`src/iao_pkg.sv`:
```
package iao_pkg;
  localparam int unsigned IAO_DATA_W   = 8;
  localparam int unsigned IAO_ADDR_W   = 8;
  localparam logic [1:0]  IAO_OP_NONE  = 2'h0;
  localparam logic [1:0]  IAO_OP_INC   = 2'h1;
  localparam logic [1:0]  IAO_OP_INCSK = 2'h2;
  localparam logic [1:0]  IAO_OP_ORLIT = 2'h3;
  localparam logic        IAO_DEST_ACC = 1'b0;
  localparam logic        IAO_DEST_MEM = 1'b1;
  localparam logic [7:0]  IAO_ACC_RST  = 8'h00;
  localparam logic [7:0]  IAO_ZERO     = 8'h00;
  localparam logic [7:0]  IAO_ONE      = 8'h01;

  typedef enum logic [2:0] {
    IAO_ST_IDLE  = 3'b001,
    IAO_ST_READ  = 3'b010,
    IAO_ST_SKIP  = 3'b100
  } iao_state_t;
endpackage : iao_pkg

```
`src/iao_exec.sv`:
```
// Contract
// - Increment byte; flag 0 writes accumulator only
// - Flag 1 writes byte back, accumulator kept
// - Skip variant skips only on zero result
// - Skip discards next instruction, two cycles
// - OR literal into accumulator
`timescale 1ns/1ns
`default_nettype none
module iao_exec
  import iao_pkg::*;
(
  input  wire logic                  i_clock,
  input  wire logic                  i_rst,
  input  wire logic                  i_valid,
  input  wire logic [1:0]            i_op,
  input  wire logic                  i_dest,
  input  wire logic [IAO_ADDR_W-1:0] i_addr,
  input  wire logic [IAO_DATA_W-1:0] i_literal,
  input  wire logic [IAO_DATA_W-1:0] i_mem_rdata,
  output logic                       o_ready,
  output logic                       o_mem_rd,
  output logic                       o_mem_we,
  output logic [IAO_ADDR_W-1:0]      o_mem_addr,
  output logic [IAO_DATA_W-1:0]      o_mem_wdata,
  output logic [IAO_DATA_W-1:0]      o_acc,
  output logic                       o_zero,
  output logic                       o_discard,
  output logic                       o_done
);

  typedef struct packed {
    iao_state_t            state;
    logic                  ready;
    logic                  mem_rd;
    logic                  mem_we;
    logic [IAO_ADDR_W-1:0] mem_addr;
    logic [IAO_DATA_W-1:0] mem_wdata;
    logic [IAO_DATA_W-1:0] acc;
    logic                  zero;
    logic                  discard;
    logic                  done;
    logic                  skip_op;
    logic                  dest;
  } iao_regs_t;

  iao_regs_t             st_r;
  iao_regs_t             st_nxt;
  logic [IAO_DATA_W-1:0] sum;
  logic [IAO_DATA_W-1:0] orv;

  always_comb begin
    sum = i_mem_rdata + IAO_ONE;
    orv = st_r.acc | i_literal;
    st_nxt = st_r;
    st_nxt.mem_rd = 1'b0;
    st_nxt.mem_we = 1'b0;
    st_nxt.discard = 1'b0;
    st_nxt.done = 1'b0;
    case (st_r.state)
      IAO_ST_IDLE: begin
        if (i_valid) begin
          if (i_op == IAO_OP_INC || i_op == IAO_OP_INCSK) begin
            st_nxt.state = IAO_ST_READ;
            st_nxt.ready = 1'b0;
            st_nxt.mem_rd = 1'b1;
            st_nxt.mem_addr = i_addr;
            st_nxt.skip_op = (i_op == IAO_OP_INCSK);
            st_nxt.dest = i_dest;
          end else if (i_op == IAO_OP_ORLIT) begin
            st_nxt.acc = orv;
            st_nxt.zero = (orv == IAO_ZERO);
            st_nxt.done = 1'b1;
          end
        end
      end
      IAO_ST_READ: begin
        // Memory answers combinationally in the same cycle the read strobe is high
        if (st_r.dest == IAO_DEST_ACC) begin
          st_nxt.acc = sum;
        end else begin
          st_nxt.mem_we = 1'b1;
          st_nxt.mem_wdata = sum;
        end
        if (st_r.skip_op && sum == IAO_ZERO) begin
          st_nxt.state = IAO_ST_SKIP;
          st_nxt.discard = 1'b1;
        end else begin
          st_nxt.state = IAO_ST_IDLE;
          st_nxt.ready = 1'b1;
          st_nxt.done = 1'b1;
        end
      end
      IAO_ST_SKIP: begin
        // Extra cycle stands in for the dropped instruction
        st_nxt.state = IAO_ST_IDLE;
        st_nxt.ready = 1'b1;
        st_nxt.done = 1'b1;
      end
      default: begin
        st_nxt.state = IAO_ST_IDLE;
        st_nxt.ready = 1'b1;
      end
    endcase
  end

  always_ff @(posedge i_clock or posedge i_rst) begin
    if (i_rst) begin
      st_r.state <= IAO_ST_IDLE;
      st_r.ready <= 1'b1;
      st_r.mem_rd <= 1'b0;
      st_r.mem_we <= 1'b0;
      st_r.mem_addr <= '0;
      st_r.mem_wdata <= '0;
      st_r.acc <= IAO_ACC_RST;
      st_r.zero <= 1'b0;
      st_r.discard <= 1'b0;
      st_r.done <= 1'b0;
      st_r.skip_op <= 1'b0;
      st_r.dest <= 1'b0;
    end else begin
      st_r <= st_nxt;
    end
  end

  assign o_ready     = st_r.ready;
  assign o_mem_rd    = st_r.mem_rd;
  assign o_mem_we    = st_r.mem_we;
  assign o_mem_addr  = st_r.mem_addr;
  assign o_mem_wdata = st_r.mem_wdata;
  assign o_acc       = st_r.acc;
  assign o_zero      = st_r.zero;
  assign o_discard   = st_r.discard;
  assign o_done      = st_r.done;

  property p_inc_acc;
    @(posedge i_clock) disable iff (i_rst)
      (st_r.state == IAO_ST_READ && st_r.dest == IAO_DEST_ACC)
        |=> (st_r.acc == $past(i_mem_rdata) + IAO_ONE) && !st_r.mem_we;
  endproperty
  a_inc_acc: assert property (p_inc_acc) else $error("increment to accumulator wrong");

  property p_inc_mem;
    @(posedge i_clock) disable iff (i_rst)
      (st_r.state == IAO_ST_READ && st_r.dest == IAO_DEST_MEM)
        |=> st_r.mem_we && st_r.mem_wdata == $past(i_mem_rdata) + IAO_ONE && $stable(st_r.acc);
  endproperty
  a_inc_mem: assert property (p_inc_mem) else $error("increment write back wrong");

  property p_skip_cond;
    @(posedge i_clock) disable iff (i_rst)
      st_r.discard |-> $past(st_r.skip_op) && $past(i_mem_rdata) == 8'hFF;
  endproperty
  a_skip_cond: assert property (p_skip_cond) else $error("skip without zero result");

  property p_skip_two;
    @(posedge i_clock) disable iff (i_rst)
      st_r.discard |-> !st_r.ready ##1 (st_r.ready && st_r.done);
  endproperty
  a_skip_two: assert property (p_skip_two) else $error("skip not two cycles");

  property p_or_lit;
    @(posedge i_clock) disable iff (i_rst)
      (st_r.state == IAO_ST_IDLE && i_valid && i_op == IAO_OP_ORLIT)
        |=> st_r.acc == ($past(st_r.acc) | $past(i_literal)) && st_r.done;
  endproperty
  a_or_lit: assert property (p_or_lit) else $error("or literal result wrong");

  property p_or_zero;
    @(posedge i_clock) disable iff (i_rst)
      (st_r.state == IAO_ST_IDLE && i_valid && i_op == IAO_OP_ORLIT)
        |=> st_r.zero == (st_r.acc == IAO_ZERO);
  endproperty
  a_or_zero: assert property (p_or_zero) else $error("zero flag wrong");

  property p_rd_strobe;
    @(posedge i_clock) disable iff (i_rst)
      (st_r.state == IAO_ST_IDLE && i_valid && (i_op == IAO_OP_INC || i_op == IAO_OP_INCSK))
        |=> st_r.mem_rd && !st_r.ready && st_r.mem_addr == $past(i_addr);
  endproperty
  a_rd_strobe: assert property (p_rd_strobe) else $error("increment read strobe wrong");

  property p_inc_flag_kept;
    @(posedge i_clock) disable iff (i_rst)
      (st_r.state == IAO_ST_READ)
        |=> $stable(st_r.zero);
  endproperty
  a_inc_flag_kept: assert property (p_inc_flag_kept) else $error("increment changed zero flag");

  property p_mem_dest_addr;
    @(posedge i_clock) disable iff (i_rst)
      (st_r.state == IAO_ST_READ && st_r.dest == IAO_DEST_MEM)
        |=> $stable(st_r.mem_addr);
  endproperty
  a_mem_dest_addr: assert property (p_mem_dest_addr) else $error("write back address moved");

  property p_no_skip;
    @(posedge i_clock) disable iff (i_rst)
      (st_r.state == IAO_ST_READ && !(st_r.skip_op && sum == IAO_ZERO))
        |=> st_r.done && st_r.ready && !st_r.discard && st_r.state == IAO_ST_IDLE;
  endproperty
  a_no_skip: assert property (p_no_skip) else $error("skip without cause");

  property p_skip_taken;
    @(posedge i_clock) disable iff (i_rst)
      (st_r.state == IAO_ST_READ && st_r.skip_op && sum == IAO_ZERO)
        |=> st_r.discard && !st_r.done && st_r.state == IAO_ST_SKIP;
  endproperty
  a_skip_taken: assert property (p_skip_taken) else $error("zero result did not skip");

  property p_skip_nop;
    @(posedge i_clock) disable iff (i_rst)
      (st_r.state == IAO_ST_SKIP)
        |=> !st_r.mem_rd && !st_r.mem_we && $stable(st_r.acc) && $stable(st_r.zero);
  endproperty
  a_skip_nop: assert property (p_skip_nop) else $error("stall cycle changed state");

  property p_or_no_mem;
    @(posedge i_clock) disable iff (i_rst)
      (st_r.state == IAO_ST_IDLE && i_valid && i_op == IAO_OP_ORLIT)
        |=> !st_r.mem_rd && !st_r.mem_we && st_r.ready;
  endproperty
  a_or_no_mem: assert property (p_or_no_mem) else $error("or literal touched memory");

endmodule : iao_exec
`default_nettype wire

```
`config.mk`:
```
export PLATFORM = sky130hd
export DESIGN_NAME = iao_exec
export DESIGN_NICKNAME = d
export VERILOG_FILES = /design/src/iao_pkg.sv /design/src/iao_exec.sv
export SDC_FILE = /design/constraint.sdc
export NUM_CORES = 1
export LEC_CHECK = 0
export ABC_AREA = 1
export BUFFER_PORTS_ARGS = -buffer_cell sky130_fd_sc_hd__buf_2
export CAP_MARGIN = 20
export CORE_ASPECT_RATIO = 0.6
export CORE_MARGIN = 4
export CORE_UTILIZATION = 51
export CTS_BUF_LIST = sky130_fd_sc_hd__clkbuf_16
export CTS_CLUSTER_SIZE = 14
export DETAILED_ROUTE_END_ITERATION = 6
export HOLD_SLACK_MARGIN = 0.03
export PLACE_DENSITY = 0.82
export SLEW_MARGIN = 20
export SYNTH_ARGS = -nofsm -noshare
export SYNTH_HDL_FRONTEND = slang
export SYNTH_SLANG_ARGS = --single-unit
```
`constraint.sdc`:
```
create_clock -name i_clock -period 2.65 [get_ports i_clock]
set_input_delay 0.265 -clock i_clock [delete_from_list [all_inputs] [get_ports i_clock]]
set_output_delay 0.265 -clock i_clock [all_outputs]
set_load 0.005 [all_outputs]
```
# Word level (Yosys, flattened, before mapping)
# Index checks and enable logic that the tools add are counted.
[word_totals]
register_bits = 35
in_bits = 30
out_inout_bits = 30
word_cells = 59
[op_classes]
n_addsub = 1
n_eq_ne = 12
muxes = 21
n_bitwise = 2
n_reduce_logical = 11
[ops]
columns = ["cell", "count"]
rows = [
  ["$mux 9", 3],
  ["$logic_not 8->1", 2],
  ["$pmux 8 s2", 1],
  ["$ne 2x2->1 const B", 6],
  ["$mux 5", 2],
  ["$mux 1", 9],
  ["$add 8x1->8 const B", 1],
  ["$mux 8", 1],
  ["$or 8x8->8", 1],
  ["$pmux 4 s2", 1],
  ["$mux 3", 2],
  ["$reduce_and 3->1", 2],
  ["$reduce_and 5->1", 1],
  ["$eq 2x2->1 const B", 2],
  ["$reduce_and 2->1", 2],
  ["$reduce_and 4->1", 1],
  ["$eq 3x1->1 const B", 1],
  ["$eq 3x2->1 const B", 1],
  ["$eq 3x3->1 const B", 1],
  ["$pmux 1 s3", 1],
  ["$eq 2x1->1 const B", 1],
  ["$mux 2", 1],
  ["$reduce_bool 2->1", 1],
  ["$logic_and 1x1->1", 1],
  ["2 further kinds", 2],
]

# Depth between registers and ports, before layout
[depth]
word_depth = 6
depth_mapped = 12
ltp_nobuf = 12

# Least setup slack after synthesis
# Ideal clock, no wire load.
[synth_path]
kind = "input port to flip-flop"
start = "input i_op[0]"
end = "register st_r (netlist bit o_acc[0])"
setup_time_ns = 0.125
t_arrival_ns = 1.322
required_time_ns = 2.525
slack_ns = 1.202
cell_stages = 7
n_path_buf = 0
cell_sequence = "inv_1 > ha_1 > nand3_1 > inv_1 > nor2_2 > nor2_8 > mux2_4"
[synth_between]
elab_chain_len = 4
word_cells_on_any_way = 7
cone_classes = "eq/ne: 5; reduce/logical: 2"
[synth_rtl]
columns = ["element", "line_no", "source"]
rows = [
  ["start: declaration", "iao_exec.sv:15", "input wire logic [1:0] i_op,"],
  ["$eq 2x1->1 or $eq 2x2->1 (tied branches)", "iao_exec.sv:62", "if (i_op == IAO_OP_INC || i_op == IAO_OP_INCSK) begin"],
  ["$logic_or 1x1->1", "iao_exec.sv:62", ""],
  ["$ne 2x2->1 (no source line)", "--", ""],
  ["$reduce_and 5->1 (no source line) (*)", "--", ""],
  ["end signal: assignment", "iao_exec.sv:121", "st_r <= st_nxt;"],
  ["end: declaration", "iao_exec.sv:46", "iao_regs_t st_r;"],
]
# Mark *: on every way between the ends. The rest lies on a longest branch, timed or not.
# A chain may end at the register's enable or synchronous reset.

# Worst setup path in the final report
[layout_path]
start = "register st_r[32] (netlist name)"
end = "register st_r (netlist bit o_acc[1])"
[layout_between]
elab_chain_len = 3
word_cells_on_any_way = 9
cone_classes = "eq/ne: 6; mux: 1; reduce/logical: 2"
[layout_rtl]
columns = ["element", "line_no", "source"]
rows = [
  ["$eq 3x1->1 or $eq 3x2->1 (tied branches)", "iao_exec.sv:59", "case (st_r.state)"],
  ["$ne 2x2->1 (no source line) or $reduce_bool 2->1 (tied branches)", "--", ""],
  ["$reduce_and 5->1 (no source line)", "--", ""],
]
# Parallel ways exist; a longest one is shown, timed or not.

==> results.cfg <==
[floorplan]
io_pins = 60
die-area_mm2 = 0.004953
row_count = 17
start_util_pct = 53.21
die_y_um = 56.14
die_w_um = 88.23
core_mm2 = 0.003701

[clocking]
clock_path_buffers = 2
cts_setup_buffers = 0
clock_latency_ns = 0.28
tritoncts = done
clockRootBuffer = clkbuf_16
cts_resized = 0
h-tree-depth = 2
numClockSinks = 35
cts-buffers-inserted = 5
ctsHoldBuffers = 0
clk_pin_slew_ns = 0.05

[global_route]
grt_pass1_vias = 1543
grt_pass1_wl_um = 7051
antenna_found_initial = 0
gr-total-overflow = 0
grt_max_degree = 36
grt_usage_pct = 18.48

[sta]
slew_headroom_pct = 71.48
hold_viol_final = 0
hold_slack_ns = 0.07627
finalSetupViolCount = 0
worst_pin_slew_ns = 0.4278
rsz0062_at_grt = false
fmax_mhz = 557.4
finalCritPeriodShare_pct = 67.70
fin_skew_ns = 0.003777
period_minus_slack_ns = 1.794
drv_slew = 0
finalSetupTns_ns = 0

[routing]
vias = 1604
vias_per_cell = 4.966
drt_iter0_drc = 74
first_pass_iters = 4
drc = 0
wl_per_cell_um = 13.07
antenna_left = 0
wl_um = 4220

[run]
maxCapViolations = 0

[setup_path]
crit_path_top_delay_cell = dfstp_2
crit_fanout = 16
cpMostUsedCell = inv_2
path_delay_family = simple AND/OR/NAND/NOR gates
crit_type = flop to flop
rrSetupSlack_ns = 0.86
cp.required_ns = 2.81
crit_chain = inv_2, nand3_2, nor2_4, inv_2, nand2_4, nor2_8, mux2_4
start_kind = flop
worstPathArrival_ns = 1.95
cpPeakStageDelay_ns = 0.54
path_buf_inv = 2
cp-end-kind = flop

[synth]
synthTopCellsByArea = dfrtp_1 (42%), nand2_1 (14%), buf_4 (9.1%)
synth_nets = 270
synthCells = 236
synth_area_leader_cell = dfrtp_1
yosysSeqAreaShare_pct = 44.60
synth.avg_cell_area_um2 = 8.345
ys_ff_latch = 35
yosys_warnings = 0
synth.top_cell.area_share_pct = 41.93
synth_cell_types = 29
synth.cell_area_mm2 = 0.001969

[layout]
seq_area_um2 = 878.3
design_area_mm2 = 0.002287
fill_cells = 333
final_nets = 309
final_cell_mix = nand2_1 (71), buf_2 (59), dfrtp_1 (33)
multiInputGateArea_um2 = 774.5
final_common_cell = nand2_1
fin_util_pct = 61.80
layout-drive-gt1-share_pct = 33.70
syn_to_final_growth_pct = 16.14
antennaDiodeCount = 0

[power_and_ir_drop]
p_leak_nw = 1.299
ir_worst_vdd_mv = 0.4989
p_total_w = 0.002210
powerDensity_mw_per_mm2 = 966.1

[placement]
place_congestion = 0.7717
place_area_mm2 = 0.002123
port_buffers = 59
dp_hpwl_um = 3288

[min_path]
hold_class = primary input to asynchronous set/reset pin

[status]
outcome = finished, final reports clean
[cell type report]
class,count,area share (%)
repair buffers,60,13.24
flip-flops and latches,35,38.40
inverters,29,4.759
multi-input cells,144,33.86
clock inverters,3,1.696
clock buffers,5,5.470
well taps,47,2.571
[report_power, final]
| part | internal [W] | switching, W |
|---|---|---|
| combinational | 0.000310 | 0.000385 |
| clock | 0.000438 | 0.000209 |
| sequential | 0.000749 | 0.000119 |
[kinds of logic after synthesis]
logic type	count (synthesis)	synth area share, %
buffers and inverters	57	16.07
AO/OA/AOI/OAI	25	7.433
adder cells (fa/ha/maj)	4	2.541
AND/OR/NAND/NOR	112	27.07
flip-flops	35	44.60
multiplexers	3	2.287
[metal layers]
metal	routed length (um)	share of wire (%)	track usage (%)	vias to the layer above
met2	1779	42	24.60	43
li1	-	-	-	807
met1	2101	50	28.15	746
met4	55	1.3	6.466	0
met3	285	6.8	5.178	8
met5	0	0	0	-
[flip-flops by register name, summed over array words and instances (netlist names)]
signal	count
o_mem_addr	8
o_mem_wdata	8
o_zero	1
o_mem_we	1
st_r	5
o_mem_rd	1
o_ready	1
o_acc	8
o_discard	1
o_done	1
[path summary, 6_finish.rpt]
path / from / end / cells past startpoint
min in group i_clock: i_addr[4] / o_mem_addr[4] / 3
max in group asynchronous: i_rst / o_ready / 3
max reg2reg: st_r[32] / o_acc[1] / 7
min reg2reg: o_ready / o_ready / 2
max: st_r[32] / o_acc[1] / 7
min: i_rst / o_mem_addr[7] / 3
[stage by stage]
stage | instances | setup WS, ns
detailed placement | 315 | 0.8326
CTS | 323 | 0.8499
global route | 323 | 0.7155
floorplan | 236 | 1.202
finish | 323 | 0.8559
global placement | 315 | 0.8973
[cell usage after synthesis]
library cell / number
nand3_2: 3
inv_1: 23
o211ai_1: 1
buf_4: 24
mux2_4: 3
nand2_4: 1
nand2_2: 5
clkinv_1: 1
clkbuf_1: 1
o221ai_1: 1
dfrtp_1: 33
nand4_1: 5
ha_1: 4
nor2_8: 1
inv_2: 5
nand3_1: 8
clkbuf_8: 1
nor2_2: 3
o22ai_1: 6
o21ai_0: 11
buf_2: 2
dfstp_2: 2
nand2_1: 71
o31ai_1: 1
o21ai_1: 3
nor2_4: 3
nor2_1: 10
nor4_1: 2
o21a_1: 2
[worst register-to-register path: cells and delay by family, from the launching register on]
kind	cells	cell delay, ns
simple gates	4	0.57
buf+inv	2	0.25
mux	1	0.32
flops	1	0.54
No activity file was read; power rests on OpenSTA's default activity.
